==> src/fa_defs.vh <==
/*
 Constants for the fast A20 gate and CPU reset port: register indices and
 byte addresses, field positions, reset values, bus answers and pulse times.
 Assumes a 32-bit AXI4-Lite register bus with a 12-bit byte address.
*/
`ifndef FA_DEFS_VH
`define FA_DEFS_VH

// Register indices; byte address is four times the index
`define FA_IDX_PORT      10'h092
`define FA_IDX_CFG       10'h0F0
`define FA_IDX_CTRL      10'h200
`define FA_IDX_STAT      10'h201
`define FA_ADDR_PORT     {`FA_IDX_PORT, 2'b00}
`define FA_ADDR_CFG      {`FA_IDX_CFG, 2'b00}
`define FA_ADDR_CTRL     {`FA_IDX_CTRL, 2'b00}
`define FA_ADDR_STAT     {`FA_IDX_STAT, 2'b00}

// Fast control port fields
`define FA_PORT_RESET    8'h24
`define FA_PORT_FIXED    8'h24
`define FA_PORT_RST_BIT  0
`define FA_PORT_A20_BIT  1

// Configuration, control and status fields
`define FA_CFG_RESET     8'h00
`define FA_CFG_EN_BIT    2
`define FA_CTRL_POL_BIT  0
`define FA_STAT_RSTN_BIT 0
`define FA_STAT_BUSY_BIT 1
`define FA_STAT_MASK_BIT 2
`define FA_STAT_KRST_BIT 3
`define FA_STAT_A20_BIT  4

// Bus answers
`define FA_RESP_OKAY     2'b00
`define FA_RESP_DECERR   2'b11

// Pulse timing
`define FA_CLK_MHZ       100
`define FA_DELAY_NS      14000
`define FA_WIDTH_NS      6000

`endif

==> src/fa_port.v <==
/*
 Fast A20 gate and CPU reset port with its enable configuration, reached
 over AXI4-Lite. Combines the fast signals with the keyboard controller's
 A20 gate and reset. Assumes all inputs synchronous to aclk and aresetn
 wired to the host bus reset.
*/
// Local design decision: register access over AXI4-Lite.
`timescale 1ns/10ps
`include "fa_defs.vh"

module fa_port #(
   parameter ADDR_W   = 12,
   parameter DELAY_NS = `FA_DELAY_NS,
   parameter WIDTH_NS = `FA_WIDTH_NS,
   parameter CLK_MHZ  = `FA_CLK_MHZ
) (
   input  wire              aclk,
   input  wire              aresetn,
   input  wire [ADDR_W-1:0] s_axi_awaddr,
   input  wire [2:0]        s_axi_awprot,
   input  wire              s_axi_awvalid,
   output reg               s_axi_awready,
   input  wire [31:0]       s_axi_wdata,
   input  wire [3:0]        s_axi_wstrb,
   input  wire              s_axi_wvalid,
   output reg               s_axi_wready,
   output reg  [1:0]        s_axi_bresp,
   output reg               s_axi_bvalid,
   input  wire              s_axi_bready,
   input  wire [ADDR_W-1:0] s_axi_araddr,
   input  wire [2:0]        s_axi_arprot,
   input  wire              s_axi_arvalid,
   output reg               s_axi_arready,
   output reg  [31:0]       s_axi_rdata,
   output reg  [1:0]        s_axi_rresp,
   output reg               s_axi_rvalid,
   input  wire              s_axi_rready,
   input  wire              kbc_port_a20_bit,
   input  wire              kbc_reset_n,
   input  wire              cpu_reset_in,
   output reg               fast_a20_ctl,
   output wire              fast_cpu_reset_n,
   output reg               cpu_a20_mask_n,
   output reg               kbc_a20_gate,
   output reg               combined_cpu_reset
);

   ////////////////////////////////////////////////////////////////////////
   // Address decode

   localparam [2:0] SEL_NONE = 3'd0;
   localparam [2:0] SEL_PORT = 3'd1;
   localparam [2:0] SEL_CFG  = 3'd2;
   localparam [2:0] SEL_CTRL = 3'd3;
   localparam [2:0] SEL_STAT = 3'd4;

   function [2:0] fa_decode;
      input [ADDR_W-1:0] addr;
      begin
         case (addr)
            `FA_ADDR_PORT: fa_decode = SEL_PORT;
            `FA_ADDR_CFG:  fa_decode = SEL_CFG;
            `FA_ADDR_CTRL: fa_decode = SEL_CTRL;
            `FA_ADDR_STAT: fa_decode = SEL_STAT;
            default:       fa_decode = SEL_NONE;
         endcase
      end
   endfunction

   ////////////////////////////////////////////////////////////////////////
   // Register state

   reg [7:0]        kbd_reset_a20_config;
   reg              rst_req;
   reg              reset_polarity;
   wire             port_enabled;
   wire             pulse_busy;
   wire             pulse_n;

   assign port_enabled = kbd_reset_a20_config[`FA_CFG_EN_BIT];

   ////////////////////////////////////////////////////////////////////////
   // Write channel: address and data taken in either order

   reg              aw_held;
   reg [ADDR_W-1:0] aw_addr;
   reg              w_held;
   reg [31:0]       w_data;
   reg [3:0]        w_strb;
   wire             do_write;
   wire [2:0]       wr_sel;
   wire             wr_lane0;
   reg  [1:0]       next_bresp;

   assign do_write = aw_held && w_held && !s_axi_bvalid;
   assign wr_sel   = fa_decode(aw_addr);
   assign wr_lane0 = w_strb[0];

   always @* begin
      case (wr_sel)
         SEL_PORT: next_bresp = port_enabled ? `FA_RESP_OKAY : `FA_RESP_DECERR;
         SEL_CFG:  next_bresp = `FA_RESP_OKAY;
         SEL_CTRL: next_bresp = `FA_RESP_OKAY;
         SEL_STAT: next_bresp = `FA_RESP_OKAY;
         default:  next_bresp = `FA_RESP_DECERR;
      endcase
   end

   always @(posedge aclk) begin
      if (!aresetn) begin
         s_axi_awready <= 1'b1;
         s_axi_wready  <= 1'b1;
         s_axi_bvalid  <= 1'b0;
         s_axi_bresp   <= `FA_RESP_OKAY;
         aw_held       <= 1'b0;
         aw_addr       <= {ADDR_W{1'b0}};
         w_held        <= 1'b0;
         w_data        <= 32'h00000000;
         w_strb        <= 4'h0;
      end else begin
         if (s_axi_awvalid && s_axi_awready) begin
            aw_held       <= 1'b1;
            aw_addr       <= s_axi_awaddr;
            s_axi_awready <= 1'b0;
         end
         if (s_axi_wvalid && s_axi_wready) begin
            w_held       <= 1'b1;
            w_data       <= s_axi_wdata;
            w_strb       <= s_axi_wstrb;
            s_axi_wready <= 1'b0;
         end
         if (do_write) begin
            aw_held      <= 1'b0;
            w_held       <= 1'b0;
            s_axi_bvalid <= 1'b1;
            s_axi_bresp  <= next_bresp;
         end
         // Both channels reopen only after the response is taken
         if (s_axi_bvalid && s_axi_bready) begin
            s_axi_bvalid  <= 1'b0;
            s_axi_awready <= 1'b1;
            s_axi_wready  <= 1'b1;
         end
      end
   end

   ////////////////////////////////////////////////////////////////////////
   // Software-visible registers

   wire port_write;
   wire rise_req;

   assign port_write = do_write && wr_lane0 && (wr_sel == SEL_PORT) && port_enabled;
   // Only a 0 to 1 change of the stored bit starts a pulse
   assign rise_req = port_write && w_data[`FA_PORT_RST_BIT] && !rst_req;

   always @(posedge aclk) begin
      if (!aresetn) begin
         kbd_reset_a20_config <= `FA_CFG_RESET;
         fast_a20_ctl         <= 1'b0;
         rst_req              <= 1'b0;
         reset_polarity       <= 1'b0;
      end else begin
         if (do_write && wr_lane0 && (wr_sel == SEL_CFG)) begin
            kbd_reset_a20_config <= w_data[7:0];
         end
         if (do_write && wr_lane0 && (wr_sel == SEL_CTRL)) begin
            reset_polarity <= w_data[`FA_CTRL_POL_BIT];
         end
         if (port_write) begin
            fast_a20_ctl <= w_data[`FA_PORT_A20_BIT];
            rst_req      <= w_data[`FA_PORT_RST_BIT];
         end
      end
   end

   ////////////////////////////////////////////////////////////////////////
   // Pulse generator

   fa_pulse #(
      .DELAY_NS (DELAY_NS),
      .WIDTH_NS (WIDTH_NS),
      .CLK_MHZ  (CLK_MHZ),
      .CNT_W    (16)
   ) u_pulse (
      .aclk     (aclk),
      .aresetn  (aresetn),
      .trigger  (rise_req),
      .pulse_n  (pulse_n),
      .busy     (pulse_busy)
   );

   assign fast_cpu_reset_n = pulse_n;

   ////////////////////////////////////////////////////////////////////////
   // Combined outputs, registered

   always @(posedge aclk) begin
      if (!aresetn) begin
         kbc_a20_gate       <= 1'b0;
         cpu_a20_mask_n     <= 1'b0;
         combined_cpu_reset <= 1'b1;
      end else begin
         kbc_a20_gate   <= kbc_port_a20_bit;
         cpu_a20_mask_n <= kbc_port_a20_bit | fast_a20_ctl | cpu_reset_in;
         // Fast pulse only joins while the port is enabled
         if (port_enabled) begin
            combined_cpu_reset <= reset_polarity ^ (pulse_n & kbc_reset_n);
         end else begin
            combined_cpu_reset <= reset_polarity ^ kbc_reset_n;
         end
      end
   end

   ////////////////////////////////////////////////////////////////////////
   // Read channel

   wire [2:0] rd_sel;
   reg [31:0] next_rdata;
   reg [1:0]  next_rresp;

   assign rd_sel = fa_decode(s_axi_araddr);

   always @* begin
      next_rdata = 32'h00000000;
      next_rresp = `FA_RESP_OKAY;
      case (rd_sel)
         SEL_PORT: begin
            if (port_enabled) begin
               next_rdata[7:0] = `FA_PORT_FIXED;
               next_rdata[`FA_PORT_A20_BIT] = fast_a20_ctl;
               next_rdata[`FA_PORT_RST_BIT] = rst_req;
            end else begin
               next_rresp = `FA_RESP_DECERR;
            end
         end
         SEL_CFG: begin
            next_rdata[7:0] = kbd_reset_a20_config;
         end
         SEL_CTRL: begin
            next_rdata[`FA_CTRL_POL_BIT] = reset_polarity;
         end
         SEL_STAT: begin
            next_rdata[`FA_STAT_RSTN_BIT] = pulse_n;
            next_rdata[`FA_STAT_BUSY_BIT] = pulse_busy;
            next_rdata[`FA_STAT_MASK_BIT] = cpu_a20_mask_n;
            next_rdata[`FA_STAT_KRST_BIT] = combined_cpu_reset;
            next_rdata[`FA_STAT_A20_BIT]  = kbc_a20_gate;
         end
         default: begin
            next_rresp = `FA_RESP_DECERR;
         end
      endcase
   end

   always @(posedge aclk) begin
      if (!aresetn) begin
         s_axi_arready <= 1'b1;
         s_axi_rvalid  <= 1'b0;
         s_axi_rdata   <= 32'h00000000;
         s_axi_rresp   <= `FA_RESP_OKAY;
      end else begin
         if (s_axi_arvalid && s_axi_arready) begin
            s_axi_arready <= 1'b0;
            s_axi_rvalid  <= 1'b1;
            s_axi_rdata   <= next_rdata;
            s_axi_rresp   <= next_rresp;
         end
         if (s_axi_rvalid && s_axi_rready) begin
            s_axi_rvalid  <= 1'b0;
            s_axi_arready <= 1'b1;
         end
      end
   end

endmodule

==> src/fa_pulse.v <==
/*
 One-shot generator for the active-low fast CPU reset: waits a least delay,
 then drives the output low for a least width, then returns high.
 Assumes a one-cycle trigger and a synchronous active-low reset.
*/
`timescale 1ns/10ps
`include "fa_defs.vh"

module fa_pulse #(
   parameter DELAY_NS = `FA_DELAY_NS,
   parameter WIDTH_NS = `FA_WIDTH_NS,
   parameter CLK_MHZ  = `FA_CLK_MHZ,
   parameter CNT_W    = 16
) (
   input  wire aclk,
   input  wire aresetn,
   input  wire trigger,
   output reg  pulse_n,
   output reg  busy
);

   // Least times round up to whole cycles
   localparam integer     DELAY_INT = (DELAY_NS * CLK_MHZ + 999) / 1000;
   localparam integer     WIDTH_INT = (WIDTH_NS * CLK_MHZ + 999) / 1000;
   // Counter width bounds the longest time; cut to it on purpose
   localparam [CNT_W-1:0] DELAY_CYC = DELAY_INT[CNT_W-1:0];
   localparam [CNT_W-1:0] WIDTH_CYC = WIDTH_INT[CNT_W-1:0];
   localparam [CNT_W-1:0] ONE       = 1;

   localparam [1:0] ST_IDLE  = 2'b00;
   localparam [1:0] ST_DELAY = 2'b01;
   localparam [1:0] ST_LOW   = 2'b10;

   reg [1:0]       state;
   reg [CNT_W-1:0] count;

   ////////////////////////////////////////////////////////////////////////
   always @(posedge aclk) begin
      if (!aresetn) begin
         state   <= ST_IDLE;
         count   <= {CNT_W{1'b0}};
         pulse_n <= 1'b1;
         busy    <= 1'b0;
      end else begin
         case (state)
            ST_IDLE: begin
               if (trigger) begin
                  state <= ST_DELAY;
                  count <= DELAY_CYC - ONE;
                  busy  <= 1'b1;
               end
            end
            ST_DELAY: begin
               if (count == {CNT_W{1'b0}}) begin
                  state   <= ST_LOW;
                  count   <= WIDTH_CYC - ONE;
                  pulse_n <= 1'b0;
               end else begin
                  count <= count - ONE;
               end
            end
            ST_LOW: begin
               if (count == {CNT_W{1'b0}}) begin
                  state   <= ST_IDLE;
                  pulse_n <= 1'b1;
                  busy    <= 1'b0;
               end else begin
                  count <= count - ONE;
               end
            end
            default: begin
               state   <= ST_IDLE;
               pulse_n <= 1'b1;
               busy    <= 1'b0;
            end
         endcase
      end
   end

endmodule

==> config.mk <==
export PLATFORM = sky130hd
export DESIGN_NAME = fa_port
export DESIGN_NICKNAME = d
export VERILOG_FILES = /design/src/fa_port.v /design/src/fa_pulse.v
export VERILOG_INCLUDE_DIRS = /design/src
export SDC_FILE = /design/constraint.sdc
export NUM_CORES = 1
export LEC_CHECK = 0
export BUFFER_PORTS_ARGS = -buffer_cell sky130_fd_sc_hd__buf_2
export CORE_UTILIZATION = 46
export DETAILED_ROUTE_END_ITERATION = 8
export GPL_TIMING_DRIVEN = 0
export PLACE_DENSITY = 0.73
export RECOVER_POWER = 25
export SKIP_LAST_GASP = 1
export SYNTH_ARGS = -nofsm -noshare
export SYNTH_HDL_FRONTEND = slang
export SYNTH_SLANG_ARGS = --single-unit
==> constraint.sdc <==
create_clock -name aclk -period 1.8 [get_ports aclk]
set_input_delay 0.36 -clock aclk [delete_from_list [all_inputs] [get_ports aclk]]
set_output_delay 0.36 -clock aclk [all_outputs]
set_load 0.02 [all_outputs]
==> reports/metrics.csv <==
metric,value,unit
ir_drop,0.464,mV
grt_pass1_vias,3405,
die_h,91.2,µm
synthFlopType,dfxtp_1,
num_vias,3685,
postSynthCellCount,439,
leakagePower,2.05,nW
crit_type,reg -> reg,
globalplace.congestion,0.916,
first_pass_iters,5,
path_clk_slew,80,ps
synth_edf_count,0,
stdcell_area,4940,µm²
syn_area,3660,µm²
setup_violations,15,
drv_cap,0,
pre_cts_slack,-417,ps
clockRootBuffer,clkbuf_8,
syn_area_per_cell,8.34,µm²
placed_cells,628,
antenna_found_initial,0,
nets,643,
viasPerCell,5.52,
num_rows,32,
hold_violations,0,
grt_max_degree,15,
crit_path_start_kind,flop,
dpl_cell_area,4240,µm²
synth_cell_type_count,61,
start_util,47.4,%
wl_per_cell,15.4,µm
gr-total-overflow,0,
synth.ff_latch_count,72,
clock_path_buffers,2,
htree_levels,3,
ys_async_sr_fraction,0,%
drc,0,
violations,setup timing,
finalPower,3.38,mW
slew_viol_final,0,
coreArea,7730,µm²
drt_iter0_drc,234,
syn_to_final_growth,35.0,%
cellPowerDensity,684,nW/µm²
min_period_over_period,107,%
die_w,91.2,µm
slew_headroom,47.5,%
cp-end-kind,flop,
finalCriticalPeriod,1930,ps
dp_hpwl,6.67,mm
holdCritPathClass,in -> reg,
io_pins,122,
crit_required,2050,ps
arrival,2180,ps
clk_latency,350,ps
clkSinkCount,72,
finalClockSkew,9.21,ps
rsz0062_at_grt,yes,
finalSetupTns,-1190,ps
cts_tree,built,
ant_nets,0,
grt_use_total,23.9,%
cts_made_buffers,9,
postCtsHoldBufs,0,
status,"complete, but fails checks",
worstMarginPinSlew,787,ps
crit_slowest_cell,dfxtp_4,
crit_chain,inv_4 > ha_4 > nor4b_4 > and4_4 > a2bb2oi_4 > buf_6 > nor2_2 > a311o_1,
ys_seq_area_share,39.4,%
n_antenna_cell,0,
drive_gt1_share,32.7,%
cpPeakStageDelay,360,ps
worst_slack,-132,ps
grt_pass1_wl,15.9,mm
layout.cells.non_filler,668,
cp_max_fo,5,
io_buffers,64,
totalWireLength,10.3,mm
die_area,8320,µm²
ys_warn_count,0,
fmax,0.518,GHz
sequential cells by signal, summed over array words and instances, names as in the netlist, 2 cells and up:
| name | flops |
|---|---|
| aw_addr | 12 |
| kbd_reset_a20_config | 8 |
| s_axi_rdata | 8 |
| u_pulse.state | 2 |
| w_data | 8 |
| u_pulse.count | 16 |
cell usage after synthesis, types with 3 or more instances:
cell type | instances | area [µm²]
a211oi_1 | 5 | 37.5
dfxtp_1 | 72 | 1440
a32oi_1 | 5 | 43.8
buf_4 | 27 | 203
a21oi_1 | 42 | 210
nor4b_1 | 3 | 26.3
o21ai_0 | 10 | 50.1
nor2_1 | 39 | 146
or3_1 | 4 | 25.0
nor4_1 | 9 | 56.3
o211ai_1 | 10 | 75.1
mux2i_1 | 10 | 100
clkbuf_1 | 15 | 56.3
o31ai_1 | 6 | 45.0
a32o_1 | 8 | 80.1
nor4_4 | 3 | 63.8
nor3b_1 | 4 | 30.0
nand2_1 | 68 | 255
o311ai_0 | 3 | 26.3
nand3_1 | 8 | 40.0
nand4_1 | 4 | 25.0
ha_1 | 6 | 75.1
inv_1 | 13 | 48.8
and2_1 | 12 | 75.1
nor3_1 | 10 | 50.1
through the flow:
stage / hold slack (ps) / utilization, %
final: 203 / 64.0
after detailed placement: 441 / 54.9
after global routing: 207 / 64.0
after global placement: 443 / 54.9
after CTS: 202 / 61.0
after floorplan: 432 / -
cell type report:
| type | count | area, µm² |
|---|---|---|
| Sequential cell | 72 | 1460 |
| Clock buffer | 9 | 124 |
| Inverter | 14 | 57.6 |
| Clock inverter | 7 | 80.1 |
| Fill cell | 669 | 2780 |
| Buffer | 41 | 278 |
| Tap cell | 102 | 128 |
| Multi-Input combinational cell | 334 | 2310 |
| Timing Repair Buffer | 89 | 507 |
repair_timing:
item | in CTS | in global routing
resized for setup | 40 | 37
gates cloned | 3 | 1
setup buffers | 13 | 9
endpoints found under the hold margin | 0 | 0
setup endpoints to repair | 22 | 34
pin swaps | 15 | 18
placed cells by master (no fill, tap or decap), types with 3 or more instances in the layout:
cell type  instances
o21ai_0            8
o211ai_1          10
dfxtp_2            3
or3_1              4
nor4_1             3
nor3_1             5
nor2_4             3
buf_4             47
dfxtp_4            3
buf_6              4
a32o_1             8
o31ai_1            5
a32oi_1            5
nand4_1            4
a21oi_4            3
nand2_2            3
nor3_2             4
nor4_2             4
nand3_1            5
inv_1             12
buf_2             54
clkbuf_8           9
nor4_4             5
a21oi_1           37
and2_1            11
nor2_1            37
nand2_1           65
nor3b_1            3
conb_1            24
mux2i_1           10
clkbuf_1          23
a21oi_2            3
a211oi_1           4
dfxtp_1           66
final timing paths:
path | start | end | slack, ps | depth (start not counted)
setup reg to reg | u_pulse.count[1] | u_pulse.count[3] | -130 | 8
hold reg to reg | s_axi_rdata[1] | s_axi_rdata[1] | 450 | 2
setup / recovery | u_pulse.count[1] | u_pulse.count[3] | -130 | 8
hold / removal | s_axi_awvalid | s_axi_awready | 200 | 2
kinds of logic (layout without fill, tap and decap cells):
kind of cell	after synthesis	count (layout)	synth area share [%]
XOR/XNOR	1	1	0.239
AO/OA/AOI/OAI	109	109	20.7
adder cells (fa/ha/maj)	6	6	2.05
multiplexers	12	12	3.35
flip-flops	72	72	39.4
AND/OR/NAND/NOR	181	182	25.6
buffers and inverters	57	160	8.65
other	1	24	0.102
routing by layer:
metal  GRT usage [%]  routed length, µm  vias to the layer above
met1            28.1               4230                     1696
li1                -                  -                     1788
met5               0                  0                        -
met4            10.7                299                        0
met2            42.3               5080                      172
met3            4.27                678                       29
power by group:
part / internal [mW] / switching (mW)
registers: 1.64 / 0.0394
clock network: 0.657 / 0.679
logic: 0.142 / 0.226
worst max-delay path, delay by kind of cell (launching register included):
kind	cells	cell delay, ps
AND/OR/NAND/NOR	3	620
AO/OA/AOI/OAI	2	520
flip-flops	1	360
buffers and inverters	2	210
adder cells (fa/ha/maj)	1	110
Note: power is estimated with default switching activity, not from simulation.
